`src/hdl/cio_pkg.sv`:
```
// package: constants and types for the contact input/output run monitor
package cio_pkg;
   // ---------------------------------------------------------------
   // timing
   // ---------------------------------------------------------------
   localparam int CLK_MHZ = 200;
   localparam int TICK_US = 1000;
   localparam int TICK_CYCLES = CLK_MHZ * TICK_US;
   localparam int PULSE_HOLD_MS = 300;
   localparam int DELAY_W = 16;
   localparam logic [15:0] READ_DELAY_DEF = 16'h0000;
   localparam logic [15:0] OPEN_DET_DEF = 16'h0000;
   // ---------------------------------------------------------------
   // register map, word offsets as byte addresses
   // ---------------------------------------------------------------
   localparam logic [7:0] ADR_IN_CFG = 8'h00;
   localparam logic [7:0] ADR_OUT_CFG = 8'h04;
   localparam logic [7:0] ADR_MODE = 8'h08;
   localparam logic [7:0] ADR_RD_DELAY = 8'h0C;
   localparam logic [7:0] ADR_OPEN_DET = 8'h10;
   localparam logic [7:0] ADR_STATUS = 8'h14;
   localparam logic [7:0] ADR_IRQ_STAT = 8'h18;
   localparam logic [7:0] ADR_IRQ_CLR = 8'h1C;
   localparam logic [7:0] ADR_IRQ_EN = 8'h20;
   // ---------------------------------------------------------------
   // field encodings
   // ---------------------------------------------------------------
   // input function, 3 bits per input
   localparam logic [2:0] FN_OFF = 3'h0;
   localparam logic [2:0] FN_RUN_LVL = 3'h1;
   localparam logic [2:0] FN_RUN_PLS = 3'h2;
   localparam logic [2:0] FN_SW_NO = 3'h3;
   localparam logic [2:0] FN_SW_NC = 3'h4;
   localparam logic [2:0] FN_RMT_LVL = 3'h5;
   localparam logic [2:0] FN_RMT_PLS = 3'h6;
   localparam logic [5:0] IN_CFG_DEF = {FN_OFF, FN_RUN_LVL};
   // output function, 2 bits plus 1 polarity bit (1 = normally closed)
   localparam logic [1:0] OF_OFF = 2'h0;
   localparam logic [1:0] OF_RUN = 2'h1;
   localparam logic [1:0] OF_RMT = 2'h2;
   localparam logic [1:0] OF_ALM = 2'h3;
   localparam logic [8:0] OUT_CFG_DEF = {1'b1, OF_ALM, 1'b0, OF_RMT, 1'b0, OF_RUN};
   // communication mode
   localparam logic [2:0] CM_LOCAL = 3'h0;
   localparam logic [2:0] CM_DIO = 3'h1;
   localparam logic [2:0] CM_SERIAL_REG = 3'h2;
   localparam logic [2:0] CM_SIMPLE_1 = 3'h3;
   localparam logic [2:0] CM_SIMPLE_2 = 3'h4;
   // alarm response
   localparam logic [1:0] AR_STOP = 2'h0;
   localparam logic [1:0] AR_CONT = 2'h1;
   localparam logic [1:0] AR_NONE = 2'h2;
   // mode register fields
   localparam int MD_CM_LSB = 0;
   localparam int MD_AR_LSB = 3;
   localparam int MD_SW_RUN = 5;
   localparam logic [5:0] MODE_DEF = 6'h00;
   // interrupt bits
   localparam int IRQ_ALARM = 0;
   localparam int IRQ_START = 1;
   localparam int IRQ_STOP = 2;
   localparam int IRQ_N = 3;
   // monitor state
   typedef enum logic [1:0] {MS_IDLE = 2'b00, MS_DELAY = 2'b01, MS_WATCH = 2'b11} cio_mon_t;
endpackage

```
`src/hdl/cio_run_monitor.sv`:
```
// contact input/output logic: run/stop, remote select, switch monitor, outputs
module cio_run_monitor
   import cio_pkg::*;
#(
   parameter int TICK_DIV = TICK_CYCLES,
   parameter int HOLD_MS = PULSE_HOLD_MS
)
(
   input wire logic CLK,
   input wire logic RST_N,
   input wire logic [1:0] CONTACT_IN,
   input wire logic [7:0] ADDR,
   input wire logic [31:0] WDATA,
   input wire logic WR,
   input wire logic RD,
   output logic [31:0] RDATA,
   output logic [2:0] CONTACT_OUT,
   output logic RUNNING,
   output logic REMOTE,
   output logic IRQ
);
   // refuse timing values that the counters cannot hold
   if (TICK_DIV < 1 || HOLD_MS < 0 || HOLD_MS > 32'h0000_FFFF)
   begin : g_bad_param
      $error("bad timing parameter");
   end

   // ---------------------------------------------------------------
   // registers
   // ---------------------------------------------------------------
   logic [1:0] in_s1_r, in_s2_r, in_d_r;
   logic [31:0] tick_cnt_r;
   logic tick_r;
   logic [5:0] in_cfg_r;
   logic [8:0] out_cfg_r;
   logic [5:0] mode_r;
   logic [15:0] rd_delay_r, open_det_r;
   logic run_r, rmt_r, alarm_r;
   logic [IRQ_N-1:0] irq_stat_r, irq_en_r;
   logic [15:0] hold_cnt_r [2];
   logic [15:0] open_cnt_r [2];
   logic [15:0] dly_cnt_r;
   cio_mon_t mon_r;

   // ---------------------------------------------------------------
   // input synchroniser and millisecond tick
   // ---------------------------------------------------------------
   // two-stage sync
   always_ff @(posedge CLK)
   begin
      in_s1_r <= CONTACT_IN;
      in_s2_r <= in_s1_r;
      in_d_r <= in_s2_r;
   end

   always_ff @(posedge CLK)
   begin
      if (!RST_N || tick_cnt_r == 32'(TICK_DIV - 1))
         tick_cnt_r <= 32'h0000_0000;
      else
         tick_cnt_r <= tick_cnt_r + 32'h0000_0001;
      tick_r <= RST_N && tick_cnt_r == 32'(TICK_DIV - 1);
   end

   // ---------------------------------------------------------------
   // per input decode: release detection, hold timer, switch timers
   // ---------------------------------------------------------------
   wire [2:0] fn [2];
   wire [1:0] rel, pulse_ok, sw_en, sw_open, sw_fault, run_lvl_sel, rmt_lvl_sel;
   wire [1:0] run_pls_ev, rmt_pls_ev;
   wire [2:0] cmode = mode_r[MD_CM_LSB +: 3];
   wire [1:0] aresp = mode_r[MD_AR_LSB +: 2];
   wire watching = (mon_r == MS_WATCH);
   // switch 1 allowed only in some modes
   wire sw1_mode = (cmode == CM_LOCAL) || (cmode == CM_SERIAL_REG) || (cmode == CM_SIMPLE_1);

   genvar g;
   generate
      for (g = 0; g < 2; g++)
      begin : g_in
         assign fn[g] = in_cfg_r[3*g +: 3];
         assign rel[g] = in_d_r[g] && !in_s2_r[g];
         // releases after short holds are not trusted
         assign pulse_ok[g] = rel[g] && (hold_cnt_r[g] >= 16'(HOLD_MS));
         assign run_lvl_sel[g] = (fn[g] == FN_RUN_LVL);
         assign rmt_lvl_sel[g] = (fn[g] == FN_RMT_LVL);
         assign run_pls_ev[g] = (fn[g] == FN_RUN_PLS) && pulse_ok[g];
         assign rmt_pls_ev[g] = (fn[g] == FN_RMT_PLS) && pulse_ok[g];
         assign sw_en[g] = ((fn[g] == FN_SW_NO) || (fn[g] == FN_SW_NC)) && (g == 1 || sw1_mode);
         // polarity: NO switch open when low, NC open when high
         assign sw_open[g] = (fn[g] == FN_SW_NC) ? in_s2_r[g] : !in_s2_r[g];
         // open only after continuous open time
         assign sw_fault[g] = sw_en[g] && watching && sw_open[g] && (open_cnt_r[g] >= open_det_r);

         // hold time counted in ms ticks
         always_ff @(posedge CLK)
         begin
            if (!RST_N || !in_s2_r[g])
               hold_cnt_r[g] <= 16'h0000;
            else if (tick_r && hold_cnt_r[g] != 16'hFFFF)
               hold_cnt_r[g] <= hold_cnt_r[g] + 16'h0001;
         end

         // open-time counter restarts whenever the switch closes
         always_ff @(posedge CLK)
         begin
            if (!RST_N || !sw_open[g] || !watching)
               open_cnt_r[g] <= 16'h0000;
            else if (tick_r && open_cnt_r[g] != 16'hFFFF)
               open_cnt_r[g] <= open_cnt_r[g] + 16'h0001;
         end
      end
   endgenerate

   // ---------------------------------------------------------------
   // run / remote control
   // ---------------------------------------------------------------
   // contact control only when a run function exists
   wire has_run = run_lvl_sel[0] | run_lvl_sel[1] | (fn[0] == FN_RUN_PLS) | (fn[1] == FN_RUN_PLS);
   wire any_fault = |sw_fault;
   wire alarm_ev = any_fault && (aresp != AR_NONE) && !alarm_r;
   wire stop_alarm = alarm_ev && (aresp == AR_STOP);
   logic run_nxt, rmt_nxt;
   // a latched stop alarm keeps a fresh start from taking effect
   wire start_block = alarm_r && (aresp == AR_STOP) && run_nxt && !run_r;
   wire run_upd = run_nxt && !start_block;

   always_comb
   begin
      run_nxt = run_r;
      if (!has_run)
         run_nxt = mode_r[MD_SW_RUN];
      else if (|run_lvl_sel)
         run_nxt = |(run_lvl_sel & in_s2_r);
      else if (|run_pls_ev)
         run_nxt = !run_r;
      if (stop_alarm)
         run_nxt = 1'b0;
   end

   always_comb
   begin
      rmt_nxt = rmt_r;
      if (cmode != CM_DIO)
         rmt_nxt = 1'b0;
      else if (|rmt_lvl_sel)
         rmt_nxt = |(rmt_lvl_sel & in_s2_r);
      else if (|rmt_pls_ev)
         rmt_nxt = !rmt_r;
   end

   // alarm latches until bit 0 is written to ADR_IRQ_CLR, run state updates
   always_ff @(posedge CLK)
   begin
      if (!RST_N)
      begin
         run_r <= 1'b0;
         rmt_r <= 1'b0;
         alarm_r <= 1'b0;
      end
      else
      begin
         run_r <= run_upd;
         rmt_r <= rmt_nxt;
         if (alarm_ev)
            alarm_r <= 1'b1;
         else if (WR && ADDR == ADR_IRQ_CLR && WDATA[IRQ_ALARM])
            alarm_r <= 1'b0;
      end
   end

   // ---------------------------------------------------------------
   // monitor state machine
   // ---------------------------------------------------------------
   // delay after start, idle whenever stopped
   always_ff @(posedge CLK)
   begin
      if (!RST_N || !run_r)
      begin
         mon_r <= MS_IDLE;
         dly_cnt_r <= 16'h0000;
      end
      else
      begin
         case (mon_r)
            MS_IDLE:
            begin
               mon_r <= (rd_delay_r == 16'h0000) ? MS_WATCH : MS_DELAY;
               dly_cnt_r <= 16'h0000;
            end
            MS_DELAY:
            begin
               if (dly_cnt_r >= rd_delay_r)
                  mon_r <= MS_WATCH;
               else if (tick_r)
                  dly_cnt_r <= dly_cnt_r + 16'h0001;
            end
            MS_WATCH:
               mon_r <= MS_WATCH;
            default:
               mon_r <= MS_IDLE;
         endcase
      end
   end

   // ---------------------------------------------------------------
   // contact outputs
   // ---------------------------------------------------------------
   logic [2:0] out_nxt;
   generate
      for (g = 0; g < 3; g++)
      begin : g_out
         wire [1:0] ofn = out_cfg_r[3*g +: 2];
         wire cond = (ofn == OF_RUN) ? run_r : (ofn == OF_RMT) ? rmt_r :
                     (ofn == OF_ALM) ? alarm_r : 1'b0;
         assign out_nxt[g] = cond ^ out_cfg_r[3*g + 2];
      end
   endgenerate

   // ---------------------------------------------------------------
   // register bus and interrupts
   // ---------------------------------------------------------------
   wire wr_in = WR && ADDR == ADR_IN_CFG;
   wire wr_out = WR && ADDR == ADR_OUT_CFG;
   wire wr_mode = WR && ADDR == ADR_MODE;
   wire wr_dly = WR && ADDR == ADR_RD_DELAY;
   wire wr_odt = WR && ADDR == ADR_OPEN_DET;
   wire wr_clr = WR && ADDR == ADR_IRQ_CLR;
   wire wr_en = WR && ADDR == ADR_IRQ_EN;
   wire [IRQ_N-1:0] irq_ev = {!run_upd && run_r, run_upd && !run_r, alarm_ev};
   wire [31:0] rd_mux =
      (ADDR == ADR_IN_CFG) ? {26'h0, in_cfg_r} :
      (ADDR == ADR_OUT_CFG) ? {23'h0, out_cfg_r} :
      (ADDR == ADR_MODE) ? {26'h0, mode_r} :
      (ADDR == ADR_RD_DELAY) ? {16'h0, rd_delay_r} :
      (ADDR == ADR_OPEN_DET) ? {16'h0, open_det_r} :
      (ADDR == ADR_STATUS) ? {25'h0, in_s2_r, mon_r, alarm_r, rmt_r, run_r} :
      (ADDR == ADR_IRQ_STAT) ? {29'h0, irq_stat_r} :
      (ADDR == ADR_IRQ_EN) ? {29'h0, irq_en_r} : 32'h0000_0000;

   always_ff @(posedge CLK)
   begin
      if (!RST_N)
      begin
         in_cfg_r <= IN_CFG_DEF;
         out_cfg_r <= OUT_CFG_DEF;
         mode_r <= MODE_DEF;
         rd_delay_r <= READ_DELAY_DEF;
         open_det_r <= OPEN_DET_DEF;
         irq_en_r <= 3'h0;
      end
      else
      begin
         if (wr_in) in_cfg_r <= WDATA[5:0];
         if (wr_out) out_cfg_r <= WDATA[8:0];
         if (wr_mode) mode_r <= WDATA[5:0];
         if (wr_dly) rd_delay_r <= WDATA[15:0];
         if (wr_odt) open_det_r <= WDATA[15:0];
         if (wr_en) irq_en_r <= WDATA[IRQ_N-1:0];
      end
   end

   // sticky status, set wins over clear; read data and outputs
   always_ff @(posedge CLK)
   begin
      if (!RST_N)
      begin
         irq_stat_r <= 3'h0;
         RDATA <= 32'h0000_0000;
         CONTACT_OUT <= 3'h0;
         RUNNING <= 1'b0;
         REMOTE <= 1'b0;
         IRQ <= 1'b0;
      end
      else
      begin
         irq_stat_r <= (irq_stat_r & ~(wr_clr ? WDATA[IRQ_N-1:0] : 3'h0)) | irq_ev;
         RDATA <= RD ? rd_mux : 32'h0000_0000;
         CONTACT_OUT <= out_nxt;
         RUNNING <= run_r;
         REMOTE <= rmt_r;
         IRQ <= |(irq_stat_r & irq_en_r);
      end
   end
endmodule

```
`config.mk`:
```
export PLATFORM = sky130hd
export DESIGN_NAME = cio_run_monitor
export DESIGN_NICKNAME = d
export VERILOG_FILES = /design/src/hdl/cio_pkg.sv /design/src/hdl/cio_run_monitor.sv
export SDC_FILE = /design/constraint.sdc
export NUM_CORES = 1
export LEC_CHECK = 0
export BUFFER_PORTS_ARGS = -buffer_cell sky130_fd_sc_hd__buf_2
export CAP_MARGIN = 40
export CORE_AREA = 3 3 152 154
export CTS_CLUSTER_DIAMETER = 200
export CTS_CLUSTER_SIZE = 28
export DETAILED_ROUTE_END_ITERATION = 12
export DIE_AREA = 0 0 155 157
export PLACE_DENSITY = 0.73
export RECOVER_POWER = 100
export SYNTH_ARGS = -nofsm -noshare
export SYNTH_HDL_FRONTEND = slang
export SYNTH_SLANG_ARGS = --single-unit
```
`constraint.sdc`:
```
create_clock -name CLK -period 3.3 [get_ports CLK]
set_input_delay 0.66 -clock CLK [delete_from_list [all_inputs] [get_ports CLK]]
set_output_delay 0.66 -clock CLK [all_outputs]
set_load 0.01 [all_outputs]
```
Word-level counts from Yosys, hierarchy flattened. Memories as Yosys holds them, arrays and structs flattened. Cells that the tools add are included.

Register bits: 157. Bits in writable memories: 64. Bits of input ports: 46. Output and inout bits: 38. Word-level logic and storage cells: 239. Memories kept: 2.

Memory list: hold_cnt_r (words 2, bits a word 16, read ports 2, clocked after memory_dff 0, wr ports 2, RTL line cio_run_monitor.sv:40) `logic [15:0] hold_cnt_r [2];`; open_cnt_r (words 2, bits a word 16, read ports 2, clocked after memory_dff 0, wr ports 2, RTL line cio_run_monitor.sv:41) `logic [15:0] open_cnt_r [2];`.

$add $sub $neg: 6. Magnitude comparators: 5. Eq/ne operators: 43. Muxes and demuxes: 58. Bitwise operators: 18. Reductions and logical operators: 82.

Operators with widths (count): two-way mux 16 bit (8); adder 16 x 1 -> 16 bit (second input constant) (5); inequality test 16 bit (second input constant) (4); greater-or-equal comparator 16 bit (3); two-way mux 1 bit (39); logical AND 1 bit (37); adder 32 x 1 -> 32 bit (second input constant) (1); equality test 32 x 18 -> 1 bit (second input constant) (1); equality test 8 x 5 -> 1 bit (second input constant) (4); greater-or-equal comparator 16 x 9 -> 1 bit (second input constant) (2); case mux 16 bit (2 select lines) (1); equality test 3 x 2 -> 1 bit (second input constant) (6); equality test 3 bit (second input constant) (6); two-way mux 9 bit (2); equality test 8 x 4 -> 1 bit (second input constant) (2); logical NOT 16 bit (1); OR reduction 2 bit (8); equality test 2 bit (second input constant) (7); logical OR 1 bit (12); logical NOT 1 bit (11); two-way mux 3 bit (3); OR reduction 9 bit (1); equality test 2 x 1 -> 1 bit (second input constant) (4); equality test 8 x 3 -> 1 bit (second input constant) (1); other kinds (23) (43).

Longest topological paths before layout. Gate-level depths: netlist of run 1.

Depth in word-level cells: 19. Depth in mapped cells: 10. Gate-level depth less buffers: 9.

Least setup slack after synthesis of run 1. Ideal clock, no wire load.

Path type: register to register. Start: register rd_delay_r[4]. End: register dly_cnt_r[15]. Library setup time: 71 ps. Arrival: 2419 ps. Required time: 3229 ps. Setup slack: 811 ps. Stages on the path, launching flop included: 11. Path buffers: 1. Clock period less this slack: 2489 ps. Cell sequence: dfxtp_1 -> inv_1 -> ha_1 -> a21o_1 -> a2111oi_4 -> o21ai_2 -> a211oi_4 -> o31ai_2 -> buf_6 -> or4_1 -> a21oi_1.

Longest elaborated chain between the ends: 3.

Ends and longest elaborated chain: start: declaration (RTL line cio_run_monitor.sv:37) `logic [15:0] rd_delay_r, open_det_r;`; start signal: assignment (RTL line cio_run_monitor.sv:257) `if (wr_dly) rd_delay_r <= WDATA[15:0];`; greater-or-equal comparator 16 bit (RTL line cio_run_monitor.sv:193) `if (dly_cnt_r >= rd_delay_r)`; inequality test 2 bit (no source line); AND reduction 3 bit (no source line); end signal: assignment (RTL line cio_run_monitor.sv:196) `dly_cnt_r <= dly_cnt_r + 16'h0001;`; end: declaration (RTL line cio_run_monitor.sv:42) `logic [15:0] dly_cnt_r;`.

No other way between the ends. A chain may end at the register's enable or synchronous reset.

Worst setup path after layout of run 1.
Start: register rd_delay_r[11]. End: register dly_cnt_r[4].

The elaborated chain is that of the path after synthesis.

==> results of run 1 <==
[layer usage]
| metal | track usage [%] | vias to the layer above | wire length, um |
|---|---|---|---|
| met4 | 5.26 | 0 | 548 |
| met1 | 27.2 | 4131 | 11200 |
| met5 | 0 | - | 0 |
| li1 | - | 4327 | - |
| met3 | 3.19 | 40 | 1500 |
| met2 | 34.0 | 235 | 11500 |
[power by group]
group          internal [mW]  switching [mW]
logic                 0.0574           0.104
registers               2.62          0.0401
clock network          0.641           0.836
[worst min path at each step]
stage                  to  cells past startpoint     startpoint  slack [ns]
4_1_cts        in_s1_r[1]                      1  CONTACT_IN[1]        0.26
6_report       in_s1_r[1]                      1  CONTACT_IN[1]        0.28
5_1_grt        in_s1_r[1]                      1  CONTACT_IN[1]        0.27
3_3_place_gp   in_s2_r[0]                      0     in_s1_r[0]        0.31
3_5_place_dp   in_s2_r[0]                      0     in_s1_r[0]        0.31
2_1_floorplan  in_s2_r[0]                      0     in_s1_r[0]        0.31
[stage by stage]
step                      cells  hold slack (ns)
after global routing       1542            0.265
after CTS                  1542            0.262
after global placement     1525            0.314
after detailed placement   1526            0.314
after floorplan            1249            0.310
final                      1542            0.276
[cells in the final DEF, fill, tap and decap left out, types with 12 or more instances in the layout]
master,netlist,final
nor4_1,12,12
nand3_1,80,80
a21boi_0,46,50
and3_1,26,26
inv_1,59,59
clkbuf_1,47,37
nor2_1,150,150
xnor2_1,45,45
o21ai_0,27,28
buf_2,4,25
ha_1,56,56
conb_1,1,16
dfxtp_1,141,141
a21oi_1,41,41
a22oi_1,20,20
xor2_1,51,51
nand4_1,28,28
nor3_1,12,12
edfxtp_1,64,64
nand2_1,166,166
[kinds of logic (layout without fill, tap and decap cells)]
family                   count (synthesis)  after routing  share of synthesized area (%)
AO/OA/AOI/OAI                          209            209                           13.5
XOR/XNOR                                96             96                           7.74
buffers and inverters                  127            140                           5.06
multiplexers                             5              5                          0.507
AND/OR/NAND/NOR                        535            535                           23.0
adder cells (fa/ha/maj)                 56             56                           6.45
flip-flops                             205            205                           43.7
other                                    1             16                         0.0345
[layout make-up]
type / count / area (sq um) / area share (%)
Clock buffer: 15 / 290 / 2.52
Multi-Input combinational cell: 917 / 5610 / 48.6
Sequential cell: 205 / 4740 / 41.1
Tap cell: 280 / 350 / 3.04
Timing Repair Buffer: 65 / 302 / 2.61
Inverter: 59 / 221 / 1.92
Clock inverter: 1 / 20.0 / 0.173
[sequential cells by signal, indices dropped and copies added (netlist names), 3 cells and up]
signal and count:
hold_cnt_r 32, irq_en_r 3, RDATA 16, mode_r 6, rd_delay_r 16, open_cnt_r 32
dly_cnt_r 16, out_cfg_r 9, in_cfg_r 6, CONTACT_OUT 3, irq_stat_r 3, open_det_r 16
tick_cnt_r 32
==> run metrics, run 1 <==
synthesized area per cell 8.80 sq um; final setup violation count 0; Worst path slowest cell dfxtp_1; layout net count 1361; Final Max Slew Viols 0; worst reg2reg startpoint rd_delay_r[11]; highest attainable clock frequency 353 MHz; count of hold buffers inserted by post-cts repair 0; Post-CTS Setup Bufs 0; routed vias 8733; detailed-placement wirelength estimate 18.0 mm; critical path capture point type flop; number of max-capacitance violations reported 0; vias per inst 5.66; fin crit period 2.84 ns; post-detailed-route wirelength per cell 16.0 um; post-route ant nets 0; IO Count 84; aggregate global routing overflow 0; mapped cell area 0.0109 sq mm; number of input and output port buffers inserted 51; Filler Cells Inserted 2049; R2R cell count 10; result of the run completed; remaining design rule violation count 0; worst clock skew on the final layout 0.0282 ns; clock buffer count from CTS 11; most used flip-flop cell after synthesis dfxtp_1; total non-filler cell area in the finished layout 0.0115 sq mm; Setup TNS Final 0 ns; Core Footprint 0.0218 sq mm; final wirelength 24.7 mm; GRT Overall Usage 20.1%; number of global-route vias before repair 8287; worst setup path class flop to flop; worst setup slack after layout 0.464 ns; worst reg2reg endpoint dly_cnt_r[4]; worst setup path endpoint dly_cnt_r[4]; static leakage 4.04 nW; post-synthesis register bit count 205; GPL Wtd Cong 0.872; root buffer cell clkbuf_16; number of cells produced by synthesis 1234; critical path depth in cells 10; initial cell density of the core 49.8%; power density cells 372 mW/mm^2; ranking of synthesized cells by instance count nand2_1 (166), nor2_1 (150), dfxtp_1 (141); Detailed Route Iter0 Violations 781; clock transition at the register clock pins on the worst setup and hold paths after CTS 0.11 ns; row count 54; global-route wire length before repair 41.0 mm; Hold Crit Class input pin to flop; placed inst area 0.0113 sq mm; post-route core utilization 52.9%; Antenna Cells 0; Placement Setup Slack 0.592 ns; most frequent cell after synthesis nand2_1; number of levels in the clock H-tree 1; top-area cell type share of the netlist area 26.0%; data arrival time at the worst-slack endpoint 3.27 ns; distinct cell type count of the synthesized netlist 64; asr flop ratio synth 0%; buffer and inverter count on the worst path 2; deepest clock path buffer count 3; overall power of the completed layout 4.30 mW; Critical Path Max Stage Delay 0.41 ns; TritonCTS sink count 205; area grow syn2layout 6.27%; largest vdd supply drop 0.264 mV; worst path required time 3.73 ns; Initial DRT Pass Iterations 6; CP Max Fanout 12; library cell with the largest summed area after synthesis dfxtp_1; part of the Yosys area used for sequential elements 43.7%; initial antenna violation count 0; Worst Tran Pin Value 1.16 ns; worst rel slew slack 21.9%; Skew-Pair Late Insertion Delay 0.47 ns; crit-path cells inv_1, ha_1, and4_1, a2111oi_4, o21ai_0, a211oi_4, o311ai_0, buf_4, or4_1, nand2_1; proportion of layout cells with a drive suffix above 1 4.04%; count of endpoints failing hold in the final timing report 0; synthesis warning total 0; width of the die 155 um; critical path launch point type flop; kind of cell adding the most delay to the critical path compound AO/OA/AOI/OAI gates; maximum number of pins on one net before global-route repair 31; Die H 157 um; ranking of synthesized cells by area dfxtp_1 (26%), edfxtp_1 (18%), ha_1 (6.5%); count of flip-flops with a built-in enable after synthesis 64; TritonCTS clock tree done; total die area 0.0243 sq mm; Final period util 85.9%; timing startpoint of the critical path rd_delay_r[11]; setup repair after global routing missed its margin false; Worst R2R Setup Slack 0.46 ns; post-cts sizing count 0
Note: power is estimated with default switching activity, not from simulation.
==> inputs of run 2 (changes only) <==
--- a/config.mk
+++ b/config.mk
@@ -5,13 +5,15 @@
 export SDC_FILE = /design/constraint.sdc
 export NUM_CORES = 1
 export LEC_CHECK = 0
+export ABC_AREA = 1
 export BUFFER_PORTS_ARGS = -buffer_cell sky130_fd_sc_hd__buf_2
 export CAP_MARGIN = 40
-export CORE_AREA = 3 3 152 154
+export CORE_AREA = 3 3 155 157
 export CTS_CLUSTER_DIAMETER = 200
 export CTS_CLUSTER_SIZE = 28
 export DETAILED_ROUTE_END_ITERATION = 12
-export DIE_AREA = 0 0 155 157
+export DIE_AREA = 0 0 158 160
+export GPL_TIMING_DRIVEN = 0
 export PLACE_DENSITY = 0.73
 export RECOVER_POWER = 100
 export SYNTH_ARGS = -nofsm -noshare
==> run 2 against run 1 <==
Final cell count grew 19%; first-iteration DRC count is 20% higher; sequential cell count did not move; sequential share of layout area decreased by 2.1 points; non-clock buffer count up 34.
==> run metrics, run 2 <==
synthesized area per cell 7.71 sq um (was 8.80 sq um); ranking of synthesized cells by instance count nand2_1 (243), inv_1 (193), nor2_1 (164) (was nand2_1 (166), nor2_1 (150), dfxtp_1 (141)); hold slack 0.280 ns (was 0.276 ns); synthesis warning total 0 (unchanged); critical path capture point type flop (unchanged); width of the die 158 um (was 155 um); Hold Crit Class input pin to flop (unchanged); aggregate global routing overflow 0 (unchanged); proportion of layout cells with a drive suffix above 1 5.55% (was 4.04%); Detailed Route Iter0 Violations 937 (was 781); worst rel slew slack 45.0% (was 21.9%); vias per inst 5.45 (was 5.66); critical path's most frequent cell nor2_1; result of the run completed (unchanged); Setup TNS Final 0 ns (unchanged); remaining design rule violation count 0 (unchanged); clock transition at the register clock pins on the worst setup and hold paths after CTS 0.11 ns (about the same); Antenna Cells 0 (unchanged); Worst Min Path Start CONTACT_IN[1] (unchanged); top-area cell type share of the netlist area 24.9% (was 26.0%); Filler Cells Inserted 2179 (was 2049); end of the worst hold path in_s1_r[1] (unchanged); worst reg2reg startpoint open_cnt_r[0][0] (was rd_delay_r[11]); Final period util 85.4% (was 85.9%); IO Count 84 (unchanged); number of input and output port buffers inserted 50 (was 51); data arrival time at the worst-slack endpoint 3.03 ns (was 3.27 ns); Post-CTS Setup Bufs 0 (unchanged); crit-path cells ha_1, nand3_1, nor2_1, nand4_1, nor2_1, nand2_1, nor3_1, a21oi_1, nand2_1, clkbuf_1, nor2_1 (was inv_1, ha_1, and4_1, a2111oi_4, o21ai_0, a211oi_4, o311ai_0, buf_4, or4_1, nand2_1); count of hold buffers inserted by post-cts repair 0 (unchanged); met3 capacity usage during global routing 3.06% (was 3.19%); commonest non-fill, non-tap cells in the layout nand2_1 (245), inv_1 (193), nor2_1 (174) (was nand2_1 (166), nor2_1 (150), dfxtp_1 (141)); asr flop ratio synth 0% (unchanged); CP Max Fanout 10 (was 12); most frequent cell after synthesis nand2_1 (unchanged); critical path depth in cells 11 (was 10); root buffer cell clkbuf_16 (unchanged); routing usage on met1 28.5% (was 27.2%); GPL Wtd Cong 0.922 (was 0.872); worst path required time 3.51 ns (was 3.73 ns); area grow syn2layout 7.40% (was 6.27%); Worst R2R Setup Slack 0.48 ns (was 0.46 ns); initial antenna violation count 0 (unchanged); global-route wire length before repair 44.9 mm (was 41.0 mm); static leakage 4.76 nW (was 4.04 nW); worst setup path class flop to flop (unchanged); critical path launch point type flop (unchanged); Final Max Slew Viols 0 (unchanged); Worst Tran Pin Value 0.823 ns (was 1.16 ns); routed vias 9996 (was 8733); Min-Delay Path Depth 1 (unchanged); part of the Yosys area used for sequential elements 41.9% (was 43.7%); setup repair after global routing missed its margin false (unchanged); ranking of synthesized cells by area dfxtp_1 (25%), edfxtp_1 (17%), nand2_1 (8.1%) (was dfxtp_1 (26%), edfxtp_1 (18%), ha_1 (6.5%)); number of levels in the clock H-tree 1 (unchanged); most common cell after layout, fill and taps aside nand2_1 (unchanged); R2R cell count 11 (was 10); TritonCTS sink count 205 (unchanged); kind of cell adding the most delay to the critical path simple AND/OR/NAND/NOR gates (was compound AO/OA/AOI/OAI gates); most used flip-flop cell after synthesis dfxtp_1 (unchanged); post-cts sizing count 0 (unchanged); GRT Overall Usage 21.1% (was 20.1%); count of flip-flops with a built-in enable after synthesis 64 (unchanged); number of global-route vias before repair 9346 (was 8287); biggest regs hold_cnt_r x32, open_cnt_r x32, tick_cnt_r x32 (unchanged); number of max-capacitance violations reported 0 (unchanged); clock buffer count from CTS 11 (unchanged); Core Footprint 0.0226 sq mm (was 0.0218 sq mm); maximum number of pins on one net before global-route repair 30 (was 31); detailed-placement wirelength estimate 20.5 mm (was 18.0 mm); count of endpoints failing hold in the final timing report 0 (unchanged); largest vdd supply drop 0.296 mV (was 0.264 mV); highest attainable clock frequency 355 MHz (was 353 MHz); met2 Track Usage GR 35.3% (was 34.0%); number of cells produced by synthesis 1469 (was 1234); deepest clock path buffer count 3 (unchanged); initial cell density of the core 50.0% (was 49.8%); layout net count 1649 (was 1361); total die area 0.0253 sq mm (was 0.0243 sq mm); buffer and inverter count on the worst path 1 (was 2); Die H 160 um (was 157 um); worst reg2reg endpoint open_cnt_r[0][5] (was dly_cnt_r[4]); mapped cell area 0.0113 sq mm (was 0.0109 sq mm); power density cells 359 mW/mm^2 (was 372 mW/mm^2); final wirelength 27.1 mm (was 24.7 mm); fin crit period 2.82 ns (was 2.84 ns); worst clock skew on the final layout 0.0299 ns (was 0.0282 ns); TritonCTS clock tree done (unchanged); Top Usage Layer GRT met2 (unchanged); Worst path slowest cell edfxtp_1 (was dfxtp_1); Critical Path Max Stage Delay 0.42 ns (was 0.41 ns); post-route ant nets 0 (unchanged); library cell with the largest summed area after synthesis dfxtp_1 (unchanged); Initial DRT Pass Iterations 5 (was 6); distinct cell type count of the synthesized netlist 52 (was 64); post-synthesis register bit count 205 (unchanged); row count 55 (was 54); Skew-Pair Late Insertion Delay 0.47 ns (about the same); post-detailed-route wirelength per cell 14.8 um (was 16.0 um); final setup violation count 0 (unchanged)
==> run 2: final cells by class <==
class	instances	area, sq um	share of cell area [%]
Multi-Input combinational cell	1036	5560	45.7
Sequential cell	205	4740	39.0
Inverter	194	728	5.99
Tap cell	285	357	2.93
Clock buffer	14	287	2.36
Buffer	49	246	2.03
Timing Repair Buffer	50	223	1.83
Clock inverter	1	20.0	0.165
==> run 2: logic make-up (layout without fill, tap and decap cells) <==
kind of cell | count (synthesis) | after routing | share of synthesized area [%]
XOR/XNOR | 44 | 44 | 3.40
AO/OA/AOI/OAI | 250 | 250 | 11.8
adder cells (fa/ha/maj) | 56 | 56 | 6.19
buffers and inverters | 243 | 308 | 8.88
flip-flops | 205 | 205 | 41.9
other | 1 | 16 | 0.0331
AND/OR/NAND/NOR | 670 | 670 | 27.8
==> run 2: metrics by stage <==
step | util, % | total power, mW | setup WS [ns] | std cells | cell area [sq um]
floorplan | - | 2.86 | 0.981 | 1484 | 11400
global placement | 52.9 | 2.94 | 0.122 | 1819 | 12000
detailed placement | 52.9 | 2.94 | 0.130 | 1819 | 12000
CTS | 54.3 | 4.40 | 0.623 | 1834 | 12300
global route | 53.7 | 4.50 | 0.178 | 1834 | 12200
finish | 53.7 | 4.36 | 0.481 | 1834 | 12200
==> run 2: power by group <==
part           switching [mW]  internal (mW)  total (mW)
Clock                   0.842          0.636        1.48
Sequential             0.0330           2.62        2.66
Combinational           0.154         0.0710       0.225
==> run 2: how the worst max path moves through the flow <==
stage / from / end / slack (ns)
after detailed placement: RST_N / hold_cnt_r[1][4] / 0.13
after global routing: open_cnt_r[1][1] / open_cnt_r[1][14] / 0.18
final: open_cnt_r[0][0] / open_cnt_r[0][5] / 0.48
after floorplan: RST_N / hold_cnt_r[1][0] / 0.98
after CTS: RST_N / hold_cnt_r[1][7] / 0.62
after global placement: RST_N / hold_cnt_r[1][2] / 0.12
==> run 2: metal layers <==
layer | vias up | wire length, um
met2 | 326 | 12700
met1 | 4580 | 12000
met5 | - | 0
met4 | 0 | 687
li1 | 5033 | -
met3 | 57 | 1770
